[src/verilog/wdcs_pkg.sv]
// package: offsets, bit positions, reset values and timing for the watchdog control/status block
package wdcs_pkg;
  localparam logic [7:0] WDCS_BOOT_SELECT_ADDR = 8'hd7;
  localparam logic [7:0] WDCS_CONTROL_STATUS_ADDR = 8'hd8;
  localparam logic [7:0] WDCS_TA_KEY_ADDR = 8'hc7; // timed access key register, arbitrary
  localparam logic [7:0] WDCS_TA_KEY1 = 8'haa;
  localparam logic [7:0] WDCS_TA_KEY2 = 8'h55;
  localparam int WDCS_TA_WINDOW_CYC = 4; // cycles the unlock stays open
  localparam int WDCS_BIT_LOADER = 0;
  localparam int WDCS_BIT_POR = 6;
  localparam int WDCS_BIT_IFLAG = 3;
  localparam int WDCS_BIT_RFLAG = 2;
  localparam int WDCS_BIT_RENA = 1;
  localparam int WDCS_BIT_RESTART = 0;
  localparam int WDCS_RESET_DELAY_CLK = 512;
  localparam logic [9:0] WDCS_DELAY_LAST = 10'h1ff; // 512 clocks minus one
  localparam logic [15:0] WDCS_RESTART_VECTOR = 16'h0000;
  typedef enum logic [1:0] {
    WDCS_TA_IDLE = 2'b00,
    WDCS_TA_HALF = 2'b01,
    WDCS_TA_OPEN = 2'b10
  } wdcs_ta_t;
endpackage : wdcs_pkg

[src/verilog/wdcs_timed_access.sv]
// timed-access unlock sequencer: two key writes open a short write window
`timescale 1ns/1ps
module wdcs_timed_access (
  input wire logic clock,
  input wire logic resetn,
  input wire logic wr_en,
  input wire logic [7:0] wr_addr,
  input wire logic [7:0] wr_data,
  input wire logic consume,
  output logic unlocked
);
  wdcs_pkg::wdcs_ta_t state_r;
  logic [2:0] cnt_r;
  logic key_wr;

  assign key_wr = wr_en && (wr_addr == wdcs_pkg::WDCS_TA_KEY_ADDR);
  assign unlocked = (state_r == wdcs_pkg::WDCS_TA_OPEN);

  // key sequence and window count; any protected write closes the window
  always_ff @(posedge clock or negedge resetn) begin
    if (!resetn) begin
      state_r <= wdcs_pkg::WDCS_TA_IDLE;
      cnt_r <= 3'h0;
    end else begin
      case (state_r)
        wdcs_pkg::WDCS_TA_IDLE: begin
          if (key_wr && wr_data == wdcs_pkg::WDCS_TA_KEY1) begin
            state_r <= wdcs_pkg::WDCS_TA_HALF;
          end
        end
        wdcs_pkg::WDCS_TA_HALF: begin
          if (key_wr && wr_data == wdcs_pkg::WDCS_TA_KEY2) begin
            state_r <= wdcs_pkg::WDCS_TA_OPEN;
            cnt_r <= 3'(wdcs_pkg::WDCS_TA_WINDOW_CYC - 1);
          end else begin
            state_r <= wdcs_pkg::WDCS_TA_IDLE;
          end
        end
        wdcs_pkg::WDCS_TA_OPEN: begin
          if (consume || cnt_r == 3'h0) begin
            state_r <= wdcs_pkg::WDCS_TA_IDLE;
          end else begin
            cnt_r <= cnt_r - 3'h1;
          end
        end
        default: state_r <= wdcs_pkg::WDCS_TA_IDLE;
      endcase
    end
  end
endmodule : wdcs_timed_access

[src/verilog/wdcs_top.sv]
// watchdog control/status registers: flags, delayed reset, restart pulse, boot region select
`timescale 1ns/1ps
module wdcs_top (
  input wire logic clock,
  input wire logic resetn,
  input wire logic por_event,
  input wire logic pin_reset_event,
  input wire logic isp_reset_event,
  input wire logic wdt_timeout,
  input wire logic wdt_interrupt_enable,
  input wire logic sfr_wr,
  input wire logic sfr_rd,
  input wire logic [7:0] sfr_addr,
  input wire logic [7:0] sfr_wdata,
  output logic [7:0] sfr_rdata,
  output logic wdt_irq,
  output logic wdt_counter_restart,
  output logic sys_reset_req,
  output logic restart_from_loader,
  output logic [15:0] restart_vector
);
  logic unlocked;
  logic wr_boot;
  logic wr_ctl;
  logic prot_ok;
  logic pending_r;
  logic [9:0] delay_r;
  logic wdt_reset_fire;
  logic loader_r;
  logic por_flag_r;
  logic iflag_r;
  logic rflag_r;
  logic rena_r;
  logic restart_r;
  logic [7:0] ctl_view;

  assign wr_boot = sfr_wr && sfr_addr == wdcs_pkg::WDCS_BOOT_SELECT_ADDR;
  assign wr_ctl = sfr_wr && sfr_addr == wdcs_pkg::WDCS_CONTROL_STATUS_ADDR;
  assign prot_ok = unlocked;
  assign wdt_reset_fire = pending_r && delay_r == wdcs_pkg::WDCS_DELAY_LAST;

  // timed access unlock, closed by any write to a protected register
  wdcs_timed_access wdcs_timed_access_inst (
    .clock(clock),
    .resetn(resetn),
    .wr_en(sfr_wr),
    .wr_addr(sfr_addr),
    .wr_data(sfr_wdata),
    .consume(wr_boot || wr_ctl),
    .unlocked(unlocked)
  );

  // boot select bit, protected
  always_ff @(posedge clock or negedge resetn) begin
    if (!resetn) begin
      loader_r <= 1'b0;
    end else if (por_event) begin
      loader_r <= 1'b0;
    end else if (wr_boot && prot_ok) begin
      loader_r <= sfr_wdata[wdcs_pkg::WDCS_BIT_LOADER];
    end
  end

  // power-on flag: hardware sets on power-up, software write clears
  always_ff @(posedge clock or negedge resetn) begin
    if (!resetn) begin
      por_flag_r <= 1'b1;
    end else if (por_event) begin
      por_flag_r <= 1'b1;
    end else if (wr_ctl && prot_ok) begin
      por_flag_r <= sfr_wdata[wdcs_pkg::WDCS_BIT_POR];
    end
  end

  // interrupt flag: time-out sets, wins over a clear in the same cycle
  always_ff @(posedge clock or negedge resetn) begin
    if (!resetn) begin
      iflag_r <= 1'b0;
    end else if (por_event || pin_reset_event) begin
      iflag_r <= 1'b0;
    end else if (wdt_timeout) begin
      iflag_r <= 1'b1;
    end else if (wr_ctl && prot_ok) begin
      iflag_r <= sfr_wdata[wdcs_pkg::WDCS_BIT_IFLAG];
    end
  end

  // reset flag: set by watchdog reset, cleared by power-on or software
  always_ff @(posedge clock or negedge resetn) begin
    if (!resetn) begin
      rflag_r <= 1'b0;
    end else if (por_event) begin
      rflag_r <= 1'b0;
    end else if (wdt_reset_fire) begin
      rflag_r <= 1'b1;
    end else if (wr_ctl) begin // free write; pin reset leaves it alone
      rflag_r <= sfr_wdata[wdcs_pkg::WDCS_BIT_RFLAG];
    end
  end

  // reset enable: cleared by every reset source
  always_ff @(posedge clock or negedge resetn) begin
    if (!resetn) begin
      rena_r <= 1'b0;
    end else if (por_event || pin_reset_event || isp_reset_event || wdt_reset_fire) begin
      rena_r <= 1'b0;
    end else if (wr_ctl && prot_ok) begin
      rena_r <= sfr_wdata[wdcs_pkg::WDCS_BIT_RENA];
    end
  end

  // restart bit: one-cycle self-clearing pulse to the counter
  always_ff @(posedge clock or negedge resetn) begin
    if (!resetn) begin
      restart_r <= 1'b0;
    end else begin
      restart_r <= wr_ctl && prot_ok && sfr_wdata[wdcs_pkg::WDCS_BIT_RESTART];
    end
  end

  // delay from time-out to system reset
  always_ff @(posedge clock or negedge resetn) begin
    if (!resetn) begin
      pending_r <= 1'b0;
      delay_r <= 10'h000;
    end else if (por_event || pin_reset_event || isp_reset_event || wdt_reset_fire) begin
      pending_r <= 1'b0;
      delay_r <= 10'h000;
    end else if (pending_r) begin
      delay_r <= delay_r + 10'h001;
    end else if (wdt_timeout && rena_r) begin
      pending_r <= 1'b1;
      delay_r <= 10'h000;
    end
  end

  // registered outputs
  always_ff @(posedge clock or negedge resetn) begin
    if (!resetn) begin
      wdt_irq <= 1'b0;
      sys_reset_req <= 1'b0;
      restart_vector <= 16'h0000;
    end else begin
      wdt_irq <= iflag_r && wdt_interrupt_enable;
      sys_reset_req <= wdt_reset_fire;
      restart_vector <= wdcs_pkg::WDCS_RESTART_VECTOR;
    end
  end

  assign wdt_counter_restart = restart_r;
  assign restart_from_loader = loader_r;

  // read view; reserved bits read zero
  always_comb begin
    ctl_view = 8'h00;
    ctl_view[wdcs_pkg::WDCS_BIT_POR] = por_flag_r;
    ctl_view[wdcs_pkg::WDCS_BIT_IFLAG] = iflag_r;
    ctl_view[wdcs_pkg::WDCS_BIT_RFLAG] = rflag_r;
    ctl_view[wdcs_pkg::WDCS_BIT_RENA] = rena_r;
    ctl_view[wdcs_pkg::WDCS_BIT_RESTART] = restart_r;
  end

  // registered read data
  always_ff @(posedge clock or negedge resetn) begin
    if (!resetn) begin
      sfr_rdata <= 8'h00;
    end else if (sfr_rd && sfr_addr == wdcs_pkg::WDCS_CONTROL_STATUS_ADDR) begin
      sfr_rdata <= ctl_view;
    end else if (sfr_rd && sfr_addr == wdcs_pkg::WDCS_BOOT_SELECT_ADDR) begin
      sfr_rdata <= {7'h00, loader_r};
    end else if (sfr_rd) begin
      sfr_rdata <= 8'h00;
    end
  end

  // helper: cycles since an armed time-out, kept apart from the delay counter
  logic arm_seen_r;
  logic [10:0] since_arm_r;
  always_ff @(posedge clock or negedge resetn) begin
    if (!resetn) begin
      arm_seen_r <= 1'b0;
      since_arm_r <= 11'h000;
    end else if (por_event || pin_reset_event || isp_reset_event || sys_reset_req) begin
      arm_seen_r <= 1'b0;
      since_arm_r <= 11'h000;
    end else if (wdt_timeout && rena_r && !pending_r) begin
      arm_seen_r <= 1'b1;
      since_arm_r <= 11'h000;
    end else if (arm_seen_r) begin
      since_arm_r <= since_arm_r + 11'h001;
    end
  end

  // key writes as seen on the register bus
  logic key1_now;
  logic key2_now;
  assign key1_now = sfr_wr && sfr_addr == wdcs_pkg::WDCS_TA_KEY_ADDR
    && sfr_wdata == wdcs_pkg::WDCS_TA_KEY1;
  assign key2_now = sfr_wr && sfr_addr == wdcs_pkg::WDCS_TA_KEY_ADDR
    && sfr_wdata == wdcs_pkg::WDCS_TA_KEY2;
endmodule : wdcs_top

[config.mk]
export PLATFORM = sky130hd
export DESIGN_NAME = wdcs_top
export DESIGN_NICKNAME = d
export VERILOG_FILES = /design/src/verilog/wdcs_pkg.sv /design/src/verilog/wdcs_timed_access.sv /design/src/verilog/wdcs_top.sv
export SDC_FILE = /design/constraint.sdc
export NUM_CORES = 1
export LEC_CHECK = 0
export BUFFER_PORTS_ARGS = -buffer_cell sky130_fd_sc_hd__clkbuf_2
export CAP_MARGIN = 10
export CORE_MARGIN = 4
export CORE_UTILIZATION = 30
export DETAILED_ROUTE_END_ITERATION = 10
export PLACE_DENSITY = 0.6
export REMOVE_ABC_BUFFERS = 1
export SLEW_MARGIN = 10
export SYNTH_ARGS = -nofsm -noshare
export SYNTH_HDL_FRONTEND = slang
export SYNTH_SLANG_ARGS = --single-unit
export TNS_END_PERCENT = 10
[constraint.sdc]
create_clock -name clock -period 4.7 [get_ports clock]
set_input_delay 0.47 -clock clock [delete_from_list [all_inputs] [get_ports clock]]
set_output_delay 0.47 -clock clock [all_outputs]
set_load 0.005 [all_outputs]
==> out/metrics.csv <==
metric,value,unit
synth_cells,174,
setup_viol,0,
routed_via_density,4.699,
grt_util_all_layers,0.1061,
skew,0.01066,ns
synth_top_area_frac,0.4179,
placement_rows,26,
slew_viol_final,0,
ys_ff_latch,29,
fp.coreArea,5270,um^2
drt_pass1_iterations,4,
cp-end-kind,flop,
clock_sinks,29,
start_kind,flop,
drive_gt1_frac,0.2170,
synth-edff-count,0,
async_flop_share,1.000,
grt_pass1_wl,5.533,mm
postCtsHoldBufs,0,
gp_congestion,0.8198,
grt_pass1_vias,1232,
grt-ovfl-total,0,
antenna_found_initial,0,
place_inst,274,
fin_ws,2.599,ns
relSlewSlack,0.4549,
rsz0062_at_grt,false,
crit_type,reg -> reg,
leakage,0.9885,nW
grt_max_degree,30,
drc,0,
wirelength,3.488,mm
postCtsSetupBuffers,0,
place_ws,2.603,ns
cts-resized-gates,0,
ios,53,
cts_tree,yes,
yosys-top-cells-area,"dfrtp_1 42%, buf_4 8.5%, ha_1 4.5%, mux2i_1 3.6%, nand3_1 3.3%",
fill_cells,542,
antennaDiodeCount,0,
period_needed,2.101,ns
fp.dieW,82.76,um
cts_made_buffers,5,
synth_cell_types,42,
worst_pin_slew,0.8164,ns
final_core_util,0.3754,
ant_nets,0,
syn2layout_area_growth,17.99,%
cts-root-buf,clkbuf_8,
clk_pin_slew,0.07,ns
nNetsFinal,242,
wl_per_cell,12.37,um
synth_area,1677,um^2
synth-seq-area-share,0.4336,
port_buffers,33,
ys_warn_count,0,
first_iter_violations,58,
cap_violations,0,
start_util,0.3181,
holdCritPathClass,in -> async,
hold_violations,0,
synth_flop_cell,dfrtp_1,
cts_max_level,2,
required,4.86,ns
ir_drop,110.6,uV
syn_area_per_cell,9.636,um^2
vias,1325,
synth_top_area_cell,dfrtp_1,
finalCritPeriodShare,0.4471,
fmax,0.4759,GHz
p_per_area,298.0,nW/um^2
dieArea,6848,um^2
stdcell_count,282,
cp_max_fo,13,
fin_tns_setup,0,ns
die_h,82.76,um
critPathArrivalTime,2.26,ns
clock_latency,0.28,ns
dpl.hpwl,2.694,mm
cts_buffer_depth,2,
status,completed,
[per-stage QoR]
stage          area (um^2)  hold WS, ns  power [mW]
6_report              1978       0.2405      0.5894
5_1_grt               1978       0.3080      0.6165
4_1_cts               1978       0.2664      0.5980
3_5_place_dp          1844       0.4774      0.2873
3_3_place_gp          1844       0.4821      0.2871
2_1_floorplan         1592       0.1744      0.2663
[flip-flops by register name, indices dropped and copies added (netlist names), 2 cells and up]
name,cells
delay_r,10
sfr_rdata,5
wdcs_timed_access_inst.cnt_r,3
wdcs_timed_access_inst.state_r,2
[cell usage in the layout, fill, tap and decap left out, drive strengths merged, types with 2 or more instances in the layout]
| cell | count |
|---|---|
| clkbuf | 38 |
| dfrtp | 28 |
| conb | 19 |
| o21ai | 14 |
| inv | 12 |
| nand3 | 11 |
| nor2 | 10 |
| nand2 | 9 |
| mux2i | 6 |
| ha | 6 |
| nor3 | 5 |
| a22o | 5 |
| and2 | 5 |
| nand4 | 4 |
| nor2b | 4 |
| a21oi | 3 |
| o31ai | 3 |
| and3 | 3 |
| nor4b | 3 |
| nand2b | 2 |
| a22oi | 2 |
| nor4bb | 2 |
| bufinv | 2 |
[cell type report]
type | count | area (um^2) | area share
Timing Repair Buffer | 33 | 165.2 | 0.08349
Tap cell | 70 | 87.58 | 0.04428
Clock inverter | 3 | 65.06 | 0.03289
Multi-Input combinational cell | 130 | 819.5 | 0.4143
Sequential cell | 29 | 726.9 | 0.3675
Inverter | 12 | 45.04 | 0.02277
Clock buffer | 5 | 68.82 | 0.03479
[worst max-delay path, stage by stage (launching register included)]
cell	delay, ns
dfrtp_1	0.38
ha_1	0.22
nand4_1	0.18
o311ai_2	0.75
inv_1	0.23
a22o_1	0.23
[synth_stat cells (5+ instances only)]
cell type and instances:
dfrtp_1 28, buf_4 19, inv_1 12, nand3_1 11, nor2_1 10, nand2_1 9
o21ai_0 7, o21ai_1 7, ha_1 6, mux2i_1 6, a22o_1 5, nor3_1 5
[power by group]
group	leakage [nW]	switching [mW]	internal, mW	total [mW]
Combinational	0.530	0.0205	0.0115	0.0320
Sequential	0.391	0.000378	0.250	0.251
Clock	0.0681	0.0962	0.211	0.307
Total	0.989	0.117	0.472	0.589
[worst paths after layout]
kind	startpoint	end	slack, ns	cells past startpoint
max	delay_r[0]	delay_r[1]	2.60	5
max in group asynchronous	resetn	wdcs_timed_access_inst.cnt_r[2]	3.98	1
min	resetn	wdcs_timed_access_inst.state_r[1]	0.24	1
min in group clock	pin_reset_event	iflag_r	0.38	2
max reg2reg	delay_r[0]	delay_r[1]	2.60	5
min reg2reg	sfr_rdata[0]	sfr_rdata[0]	0.49	1
[layer usage]
metal / share of wire / global-route usage / routed length [um] / up-vias
met4: 0.012 / 0.03922 / 42 / 0
met3: 0.089 / 0.03362 / 312 / 4
met2: 0.44 / 0.1723 / 1544 / 48
li1: - / - / - / 659
met5: 0 / 0 / 0 / -
met1: 0.46 / 0.1314 / 1588 / 614
[cells by family (layout without fill, tap and decap cells)]
logic type      Yosys count  after routing  share of synthesized area
other cells               1             19                   0.002237
buf+inv                  33             53                     0.1179
xor+xnor                  1              1                   0.005225
simple gates             63             63                     0.2179
mux                       6              6                    0.03582
compound gates           35             35                     0.1425
fa+ha+maj                 6              6                    0.04477
flops                    29             29                     0.4336
Note: power is estimated with default switching activity, not from simulation.
